`config.mk`:
```
export PLATFORM = sky130hd
export DESIGN_NAME = reader_power_mode_sequencer
export DESIGN_NICKNAME = d
export VERILOG_FILES = /design/src/common/power_seq_pkg.sv /design/src/rtl/reader_power_mode_sequencer.sv
export SDC_FILE = /design/constraint.sdc
export NUM_CORES = 1
export LEC_CHECK = 0
export BUFFER_PORTS_ARGS = -buffer_cell sky130_fd_sc_hd__buf_2
export CAP_MARGIN = 20
export CORE_MARGIN = 4
export CORE_UTILIZATION = 40
export CTS_CLUSTER_DIAMETER = 40
export CTS_CLUSTER_SIZE = 16
export DETAILED_ROUTE_END_ITERATION = 10
export PLACE_DENSITY = 0.71
export SLEW_MARGIN = 20
export SYNTH_ARGS = -nofsm -noshare
export SYNTH_HDL_FRONTEND = slang
export SYNTH_SLANG_ARGS = --single-unit
```
`constraint.sdc`:
```
create_clock -name core_clk -period 5.9 [get_ports core_clk]
set_input_delay 1.18 -clock core_clk [delete_from_list [all_inputs] [get_ports core_clk]]
set_output_delay 1.18 -clock core_clk [all_outputs]
set_load 0.005 [all_outputs]
```
`src/common/power_seq_pkg.sv`:
```
// constants shared by the reader power-mode sequencer
package power_seq_pkg;

  // ---------------------------------------------------------------
  // clock
  // ---------------------------------------------------------------
  localparam int CLK_HZ        = 100_000_000;
  localparam int CLK_PERIOD_NS = 10;

  // ---------------------------------------------------------------
  // register map
  // ---------------------------------------------------------------
  localparam logic [5:0] CHIP_STATE_CONTROL_OFS       = 6'h00;
  localparam logic [5:0] SUPPLY_REGULATOR_CONTROL_OFS = 6'h0b;
  localparam logic [7:0] CHIP_STATE_CONTROL_RST       = 8'h00;
  localparam logic [7:0] SUPPLY_REGULATOR_CONTROL_RST = 8'h80;

  // chip_state_control fields
  localparam int CSC_RANGE_5V_BIT = 0;
  localparam int CSC_RX_ON_BIT    = 1;
  localparam int CSC_TX_LEVEL_BIT = 4;
  localparam int CSC_RF_ON_BIT    = 5;
  localparam int CSC_STANDBY_BIT  = 7;

  // supply_regulator_control fields
  localparam int SRC_AUTO_BIT  = 7;
  localparam int SRC_CODE_MSB  = 2;
  localparam int SRC_HEAD_MSB  = 1;
  localparam logic [1:0] HEADROOM_400MV = 2'h0;
  localparam logic [1:0] HEADROOM_RSVD  = 2'h1;

  // ---------------------------------------------------------------
  // timing
  // ---------------------------------------------------------------
  localparam int AUX_CLK_HZ          = 60_000;
  localparam int AUX_HALF_CYCLES     = CLK_HZ / (2 * AUX_CLK_HZ);
  localparam int XTAL_HALF_CYCLES    = 1;
  localparam int WAKE_TIMEOUT_NS     = 100_000;
  localparam int WAKE_TIMEOUT_CYCLES = WAKE_TIMEOUT_NS / CLK_PERIOD_NS;
  localparam int STBY_RECOVER_NS     = 100_000;
  localparam int STBY_RECOVER_CYCLES =
    (STBY_RECOVER_NS + CLK_PERIOD_NS - 1) / CLK_PERIOD_NS;
  localparam int RFOFF_RECOVER_NS     = 25_000;
  localparam int RFOFF_RECOVER_CYCLES =
    (RFOFF_RECOVER_NS + CLK_PERIOD_NS - 1) / CLK_PERIOD_NS;
  localparam int TIMER_W = 16;

  typedef enum logic [2:0] {
    ST_OFF,
    ST_PARTIAL,
    ST_START,
    ST_WAKE_HOLD,
    ST_RUN
  } pwr_state_type;

endpackage

```
`src/rtl/reader_power_mode_sequencer.sv`:
```
// power-state, host-clock and regulator-setting control of the reader front end
// What this block does
// control bit 0 selects 5-V or 3-V range
// manual mode: bits 2:0 pick 2.7..3.4 V
// auto mode: bits 1:0 pick headroom, bit2 ignored
// auto headroom code 01 treated as 00
// auto reconfigure on enable rise, auto-bit rise
// seven power states from pins and bits
// main enable high turns on rails, oscillator, clock
// aux pin alone keeps I/O rail, 60 kHz
// both pins low: complete power down, no clock
// aux rising edge starts supplies like main enable
// after wake, main enable within 100 us else off
// crystal clock only after settled and stable
// host picks modes after enable and ready
// standby bit: low-power rails, RF ignored, 100 us
// RF and receiver off: active, 25 us recovery
// receiver-only mode when only bit 1 set
// RF on: tx and rx, bit 4 half power
`timescale 1ns/10ps
module reader_power_mode_sequencer
  import power_seq_pkg::*;
#(
  parameter int WAKE_CYCLES  = WAKE_TIMEOUT_CYCLES,
  parameter int STBY_CYCLES  = STBY_RECOVER_CYCLES
)
(
  input  wire logic       core_clk,
  input  wire logic       rst_n,
  input  wire logic       main_enable,
  input  wire logic       aux_wake_input,
  input  wire logic       supply_settled,
  input  wire logic       osc_stable,
  input  wire logic       reg_wr_en,
  input  wire logic       reg_rd_en,
  input  wire logic [5:0] reg_addr,
  input  wire logic [7:0] reg_wdata,
  output logic      [7:0] reg_rdata,
  output logic            regulators_on,
  output logic            regulators_low_power,
  output logic            io_rail_on,
  output logic            osc_enable,
  output logic            host_clock_output,
  output logic            host_clock_crystal,
  output logic            device_ready,
  output logic            rf_ready,
  output logic            rx_enable,
  output logic            tx_enable,
  output logic            tx_stage_rail,
  output logic            tx_output_level_select,
  output logic            supply_range_5v,
  output logic            regulator_auto,
  output logic      [2:0] regulator_code,
  output logic      [1:0] regulator_headroom,
  output logic            regulator_reconfig
);
  // -------------------------------------------------------------------
  // pin synchronisers
  // -------------------------------------------------------------------
  logic [3:0] sync1_q;
  logic [3:0] sync2_q;
  logic [3:0] prev_q;
  logic       en_s;
  logic       aux_s;
  logic       settled_s;
  logic       stable_s;
  logic       en_rise;
  logic       aux_rise;
  always_ff @(posedge core_clk or negedge rst_n)
  begin
    if (!rst_n)
    begin
      sync1_q <= 4'h0;
      sync2_q <= 4'h0;
      prev_q  <= 4'h0;
    end
    else
    begin
      sync1_q <= {osc_stable, supply_settled, aux_wake_input, main_enable};
      sync2_q <= sync1_q;
      prev_q  <= sync2_q;
    end
  end
  assign en_s      = sync2_q[0];
  assign aux_s     = sync2_q[1];
  assign settled_s = sync2_q[2];
  assign stable_s  = sync2_q[3];
  assign en_rise   = sync2_q[0] & ~prev_q[0];
  assign aux_rise  = sync2_q[1] & ~prev_q[1];
  // -------------------------------------------------------------------
  // registers
  // -------------------------------------------------------------------
  logic [7:0] csc_q;
  logic [7:0] csc_d;
  logic [7:0] src_q;
  logic [7:0] src_d;
  logic [7:0] rdata_d;
  logic [1:0] head_d;
  logic [1:0] head_q;
  logic       reconf_d;
  logic       reconf_q;
  logic       auto_rise;
  always_comb
  begin
    csc_d   = csc_q;
    src_d   = src_q;
    rdata_d = reg_rdata;
    if (reg_wr_en && reg_addr == CHIP_STATE_CONTROL_OFS)
      csc_d = reg_wdata;
    if (reg_wr_en && reg_addr == SUPPLY_REGULATOR_CONTROL_OFS)
      src_d = reg_wdata;
    if (reg_rd_en)
    begin
      case (reg_addr)
        CHIP_STATE_CONTROL_OFS:       rdata_d = csc_q;
        SUPPLY_REGULATOR_CONTROL_OFS: rdata_d = src_q;
        default:                      rdata_d = 8'h00;
      endcase
    end
  end
  // a fresh auto setting is taken on enable rise or on a 0-to-1 auto bit
  assign auto_rise = src_d[SRC_AUTO_BIT] & ~src_q[SRC_AUTO_BIT];
  always_comb
  begin
    head_d   = head_q;
    reconf_d = 1'b0;
    if (src_d[SRC_AUTO_BIT] && (auto_rise || en_rise))
    begin
      reconf_d = 1'b1;
      head_d   = src_d[SRC_HEAD_MSB:0];
      if (src_d[SRC_HEAD_MSB:0] == HEADROOM_RSVD)
        head_d = HEADROOM_400MV;
    end
  end
  always_ff @(posedge core_clk or negedge rst_n)
  begin
    if (!rst_n)
    begin
      csc_q     <= CHIP_STATE_CONTROL_RST;
      src_q     <= SUPPLY_REGULATOR_CONTROL_RST;
      reg_rdata <= 8'h00;
      head_q    <= HEADROOM_400MV;
      reconf_q  <= 1'b0;
    end
    else
    begin
      csc_q     <= csc_d;
      src_q     <= src_d;
      reg_rdata <= rdata_d;
      head_q    <= head_d;
      reconf_q  <= reconf_d;
    end
  end
  assign supply_range_5v    = csc_q[CSC_RANGE_5V_BIT];
  assign regulator_auto     = src_q[SRC_AUTO_BIT];
  assign regulator_code     = src_q[SRC_CODE_MSB:0];
  assign regulator_headroom = head_q;
  assign regulator_reconfig = reconf_q;
  // -------------------------------------------------------------------
  // power state machine
  // -------------------------------------------------------------------
  pwr_state_type         state_q;
  pwr_state_type         state_d;
  logic                  woke_q;
  logic                  woke_d;
  logic [TIMER_W-1:0]    timer_q;
  logic [TIMER_W-1:0]    timer_d;
  logic                  stby_prev_q;
  logic                  idle_prev_q;
  logic                  rf_idle;
  assign rf_idle = ~csc_q[CSC_RF_ON_BIT] & ~csc_q[CSC_RX_ON_BIT];
  always_comb
  begin
    state_d = state_q;
    woke_d  = woke_q;
    timer_d = (timer_q != '0) ? timer_q - 1'b1 : timer_q;
    case (state_q)
      ST_OFF, ST_PARTIAL:
      begin
        woke_d  = 1'b0;
        state_d = aux_s ? ST_PARTIAL : ST_OFF;
        if (en_s)
          state_d = ST_START;
        else if (aux_rise)
        begin
          state_d = ST_START;
          woke_d  = 1'b1;
        end
      end
      ST_START:
      begin
        if (!en_s && !woke_q)
          state_d = ST_OFF;
        else if (settled_s && stable_s)
        begin
          if (en_s)
            state_d = ST_RUN;
          else
          begin
            state_d = ST_WAKE_HOLD;
            timer_d = TIMER_W'(WAKE_CYCLES);
          end
        end
      end
      ST_WAKE_HOLD:
      begin
        if (en_s)
          state_d = ST_RUN;
        else if (timer_q == '0)
          state_d = ST_OFF;
      end
      ST_RUN:
      begin
        woke_d = 1'b0;
        if (!en_s)
          state_d = ST_OFF;
        else if (stby_prev_q && !csc_q[CSC_STANDBY_BIT])
          timer_d = TIMER_W'(STBY_CYCLES);
        else if (idle_prev_q && !rf_idle && !csc_q[CSC_STANDBY_BIT])
          timer_d = TIMER_W'(RFOFF_RECOVER_CYCLES);
      end
      default:
        state_d = ST_OFF;
    endcase
  end
  always_ff @(posedge core_clk or negedge rst_n)
  begin
    if (!rst_n)
    begin
      state_q     <= ST_OFF;
      woke_q      <= 1'b0;
      timer_q     <= '0;
      stby_prev_q <= 1'b0;
      idle_prev_q <= 1'b0;
    end
    else
    begin
      state_q     <= state_d;
      woke_q      <= woke_d;
      timer_q     <= timer_d;
      stby_prev_q <= csc_q[CSC_STANDBY_BIT];
      idle_prev_q <= rf_idle;
    end
  end
  // -------------------------------------------------------------------
  // mode outputs
  // -------------------------------------------------------------------
  logic running;
  logic stby;
  assign running = (state_q == ST_RUN);
  assign stby    = csc_q[CSC_STANDBY_BIT];
  assign device_ready = running | (state_q == ST_WAKE_HOLD);
  assign host_clock_crystal = device_ready;
  assign regulators_on = (state_q == ST_START) | device_ready;
  assign osc_enable    = regulators_on;
  assign io_rail_on    = regulators_on | (state_q == ST_PARTIAL);
  assign regulators_low_power = running & stby;
  // RF bits act only out of standby, as the mode decode of the register
  assign tx_enable     = running & ~stby & csc_q[CSC_RF_ON_BIT];
  assign rx_enable     = running & ~stby & (csc_q[CSC_RF_ON_BIT] | csc_q[CSC_RX_ON_BIT]);
  assign tx_stage_rail = tx_enable;
  assign tx_output_level_select = tx_enable & csc_q[CSC_TX_LEVEL_BIT];
  assign rf_ready      = running & ~stby & ~stby_prev_q & ~(idle_prev_q & ~rf_idle)
                         & (timer_q == '0);
  // -------------------------------------------------------------------
  // host clock: 60 kHz aux or crystal-derived, none when fully off
  // -------------------------------------------------------------------
  logic [9:0] div_q;
  logic [9:0] div_d;
  logic       hclk_d;
  logic [9:0] half_lim;
  assign half_lim = host_clock_crystal ? 10'(XTAL_HALF_CYCLES - 1)
                                       : 10'(AUX_HALF_CYCLES - 1);
  always_comb
  begin
    div_d  = div_q + 10'h001;
    hclk_d = host_clock_output;
    if (state_q == ST_OFF)
    begin
      div_d  = 10'h000;
      hclk_d = 1'b0;
    end
    else if (div_q >= half_lim)
    begin
      div_d  = 10'h000;
      hclk_d = ~host_clock_output;
    end
  end
  always_ff @(posedge core_clk or negedge rst_n)
  begin
    if (!rst_n)
    begin
      div_q             <= 10'h000;
      host_clock_output <= 1'b0;
    end
    else
    begin
      div_q             <= div_d;
      host_clock_output <= hclk_d;
    end
  end
endmodule

```
Word level (Yosys, flattened, before mapping)
Cells that the tools add are included.
W data, S select, Z words.
{ "op_classes": {"addsub": 2, "magnitude_cmp": 1, "n_eq_ne": 9, "mux": 30, "bitwise": 27, "reduce_logical": 21} }
{ "ops": {"columns": ["operator", "n"], "rows": [
  ["$mux W16", 7],
  ["$pmux W16 S2", 1],
  ["$mux W10", 3],
  ["$mux W3", 6],
  ["$logic_not A16 Y1", 1],
  ["$pmux W8 S2", 1],
  ["$reduce_bool A16 Y1", 1],
  ["$sub A16 B1 Y16 const B", 1],
  ["$and A1 B1 Y1", 13],
  ["$pmux W3 S4", 1],
  ["$add A10 B1 Y10 const B", 1],
  ["$ge A10 B10 Y1", 1],
  ["$not A1 Y1", 10],
  ["$logic_and A1 B1 Y1", 8],
  ["$mux W8", 1],
  ["$eq A3 B2 Y1 const B", 2],
  ["$eq A6 B4 Y1 const B", 1],
  ["$logic_not A6 Y1", 1],
  ["$mux W1", 6],
  ["$mux W2", 3],
  ["$ne A3 B3 Y1 const B", 2],
  ["$logic_not A1 Y1", 4],
  ["$or A1 B1 Y1", 4],
  ["$reduce_bool A2 Y1", 2],
  ["other kinds (9)", 9]
]} }
{ "word_totals": {"ff_bits": 70, "input_bits": 22, "wordCells": 106} }

Depth between registers and ports, before layout
{ "logic_depth": {"ltp_word": 9, "depth_mapped": 10} }

Worst setup path after synthesis
OpenSTA, ideal clock, no wires.
{ "synth_timing": {"kind": "register to output", "from": "register timer_q[0]", "to": "output rf_ready", "arrival_time_ns": 1.589, "t_required_ns": 4.720, "path_slack_ns": 3.131, "stages_incl_launch_ff": 6, "n_path_buf": 0, "path_cell_list": "dfrtp_1 > inv_1 > ha_1 > nor4b_1 > and4_1 > and3_1"} }
{ "synth_between": {"elab_chain_len": 2} }
{ "synth_lines": {"columns": ["element", "line", "rtl"], "rows": [
  ["start: declaration", "reader_power_mode_sequencer.sv:166", "logic [TIMER_W-1:0] timer_q;"],
  ["start signal: assignment", "reader_power_mode_sequencer.sv:240", "timer_q <= timer_d;"],
  ["$logic_not A16 Y1", "reader_power_mode_sequencer.sv:264", "& (timer_q == '0);"],
  ["$and A1 B1 Y1", "reader_power_mode_sequencer.sv:264", null],
  ["end: declaration", "reader_power_mode_sequencer.sv:46", "output logic rf_ready,"]
]} }
No other way between the ends.

Final worst setup path
Ends and elaborated chain as after synthesis.

==> impl_metrics.toml <==
[run_status]
outcome = "completed"

[pwr]
total_power_uw = 1580
intPower_uw = 1080
swShare_pct = 31.3
p_clk_share_pct = 32.9
power_frac_comb_pct = 22.9
p_sw_uw = 494
p_per_area_nw_per_um2 = 401
p_seq_share_pct = 44.3
p_leak_uw = 0.00178
ir_drop_mv = 0.138

[synthesis]
yosys-mux-area-fraction_pct = 6.57
ys_seq_elements = 70
synth.avg_cell_area_sq_um = 10.5
yosys-top-cells-count = "69 x dfrtp_1, 34 x nor2_1, 21 x a21oi_1"
synth_top_area_share_pct = 51.5
synth-edff-count = 0
synth_compound_area_share_pct = 13.0
synth-main-ff-cell = "dfrtp_1"
synth_area_leaders = "dfrtp_1 52%, mux2_2 5.4%, nor2_1 3.8%"
yosysSeqAreaShare_pct = 52.3
post-synth-top-count-cell = "dfrtp_1"
synth_fa_ha_area_share_pct = 2.61
syn_area_sq_um = 3350
synth_top_area_cell = "dfrtp_1"
synth_top_family_by_area = "simple AND/OR/NAND/NOR gates"
ys_async_sr_fraction_pct = 100
syn_inst = 319
synthSimpleGateAreaFrac_pct = 19.1
yosys_warnings = 0
synth.distinct_cells = 54
synth_xor_area_share_pct = 2.87
syn_nets = 348

[floorplan]
fp.dieArea_sq_um = 9910
ios = 50
die_w_um = 99.5
core_area_sq_um = 8180
rows = 33
start_util_pct = 41.0
dieHeight_um = 99.5

[global_route]
overflow = 0
antenna_found_initial = 0
grt_pass1_vias = 2542
grt_pass1_wl_mm = 12.0
grt_usage_pct = 15.0
grt_max_degree = 71

[final_layout]
num_antenna_cells = 0
finalInstanceArea_sq_um = 3940
nets = 395
area_delta_synth_final_pct = 17.5
drive_gt1_share_pct = 24.0

[worst_setup_path]
crit_type = "register to primary output"
cp_cell_sequence = "inv_1 > ha_1 > nor4b_1 > and4_1 > and3_1 > buf_2"
r2r_cells = 8
critPathRequiredTime_ps = 4720
worst-path-buf-inv = 2
critPathTopFamily = "simple AND/OR/NAND/NOR gates"
critical_path.startpoint = "timer_q[0]"
reg2reg_from = "state_q[1]"
worst_path_max_delay_cell = "nor4b_1"
crit_arrival_ps = 2330
critical_path_depth = 6
cpPeakStageDelay_ps = 640
endpoint_kind = "primary output"
critPathMaxFanout = 5
start_kind = "register"

[clock_tree]
cts-root-buf = "clkbuf_8"
cts_tree = "done"
cts_num_sinks = 70
path_clk_slew_ps = 70
cts_hold_buf = 0
cts_buffer_depth = 2
insertion_delay_ps = 340
cts.repair.resized = 0
htree_levels = 3
cts_buffers = 9
cts_setup_buffers = 0

[min_path]
whs_path_depth = 0
hold_path.startpoint = "sync1_q[2]"
min_path_type = "register to register"

[place]
port_buffers = 49
placed_area_sq_um = 3660
dp.final_hpwl_mm = 4.89
gp_congestion = 0.896

[routing]
drc = 0
drtPass1Iterations = 4
viasPerCell = 5.44
ant_nets = 0
routed_wl_mm = 7.06
vias = 2590
drt_iter0_drc = 159
wl_per_cell_um = 14.8

[timing]
period_share_pct = 59.5
setup_viol = 0
fin_skew_ps = 6.19
finalHoldViolations = 0
min_period_ps = 3510
rsz0062_at_grt = "false"
slew_violations = 0
tns_ps = 0
relSlewSlack_pct = 40.5
clock.fmax_mhz = 285
worst_pin_slew_ps = 886
whs_ps = 351

[job]
maxCapViolCount = 0
==> power by group through the flow <==
stage | combinational [uW] | clock, uW | sequential, uW
detailed placement | 362 | 0 | 705
CTS | 366 | 530 | 696
global route | 418 | 554 | 716
floorplan | 282 | 0 | 667
global placement | 357 | 0 | 698
finish | 361 | 519 | 699
==> final timing paths <==
path / to / slack (ps)
max: rf_ready / 2390
min: sync2_q[2] / 350
max reg2reg: div_q[3] / 3230
min reg2reg: sync2_q[2] / 350
max in group asynchronous: state_q[1] / 4310
min in group asynchronous: timer_q[8] / 1030
==> worst reg2reg max path: stages (launching register included) <==
cell and delay [ps]:
dfrtp_1 530, nand2b_1 180, o21ai_0 510, inv_1 100, ha_1 190, or3b_2 180, a31oi_1 40, o211ai_1 670
nor2_1 120
==> cell families (layout without fill, tap and decap cells) <==
family                     after synthesis  in the layout
buffers and inverters                   26             78
DFF                                     70             70
and+or+nand+nor                        118            118
xor gates and xnor gates                11             11
adders and majority gates                7              7
AOI/OAI and AO/OA                       67             67
muxes                                   20             20
==> layer usage <==
layer  global-route usage, %  vias to the layer above  share of wire (%)
met5                       0                        -                  0
met4                    5.25                        0                1.6
met3                    3.93                       12                4.3
met2                    23.9                       53                 48
met1                    19.8                     1265                 46
li1                        -                     1260                  -
==> cell type report <==
cell class | instances | area, sq um
Timing Repair Buffer | 50 | 253
Sequential cell | 70 | 1750
Clock buffer | 11 | 141
Multi-Input combinational cell | 223 | 1490
Tap cell | 105 | 131
Fill cell | 748 | 4240
Clock inverter | 5 | 129
Inverter | 12 | 45.0
==> through the flow <==
step,setup WS [ps],instances,utilization (%)
CTS,2360,476,48.1
finish,2390,476,48.2
detailed placement,2760,460,44.8
global route,2190,476,48.2
global placement,2810,460,44.8
floorplan,3130,319,-
==> state kept, by name, summed over array words and instances (netlist names), 2 cells and up <==
signal	flops
sync1_q	4
src_q	8
csc_q	8
state_q	3
regulator_headroom	2
timer_q	16
div_q	10
sync2_q	4
reg_rdata	8
prev_q	2
==> placed cells by master (no fill, tap or decap), types with 8 or more instances in the layout <==
master / netlist / final
nand2_1: 18 / 18
nor2_1: 34 / 34
xnor2_1: 8 / 8
a22oi_1: 9 / 9
clkbuf_8: 0 / 10
nor3_1: 9 / 9
mux2_2: 16 / 16
o21ai_0: 9 / 9
buf_2: 0 / 49
dfrtp_1: 69 / 69
a21oi_1: 21 / 21
inv_1: 12 / 12
(Power assumes the default switching activity.)
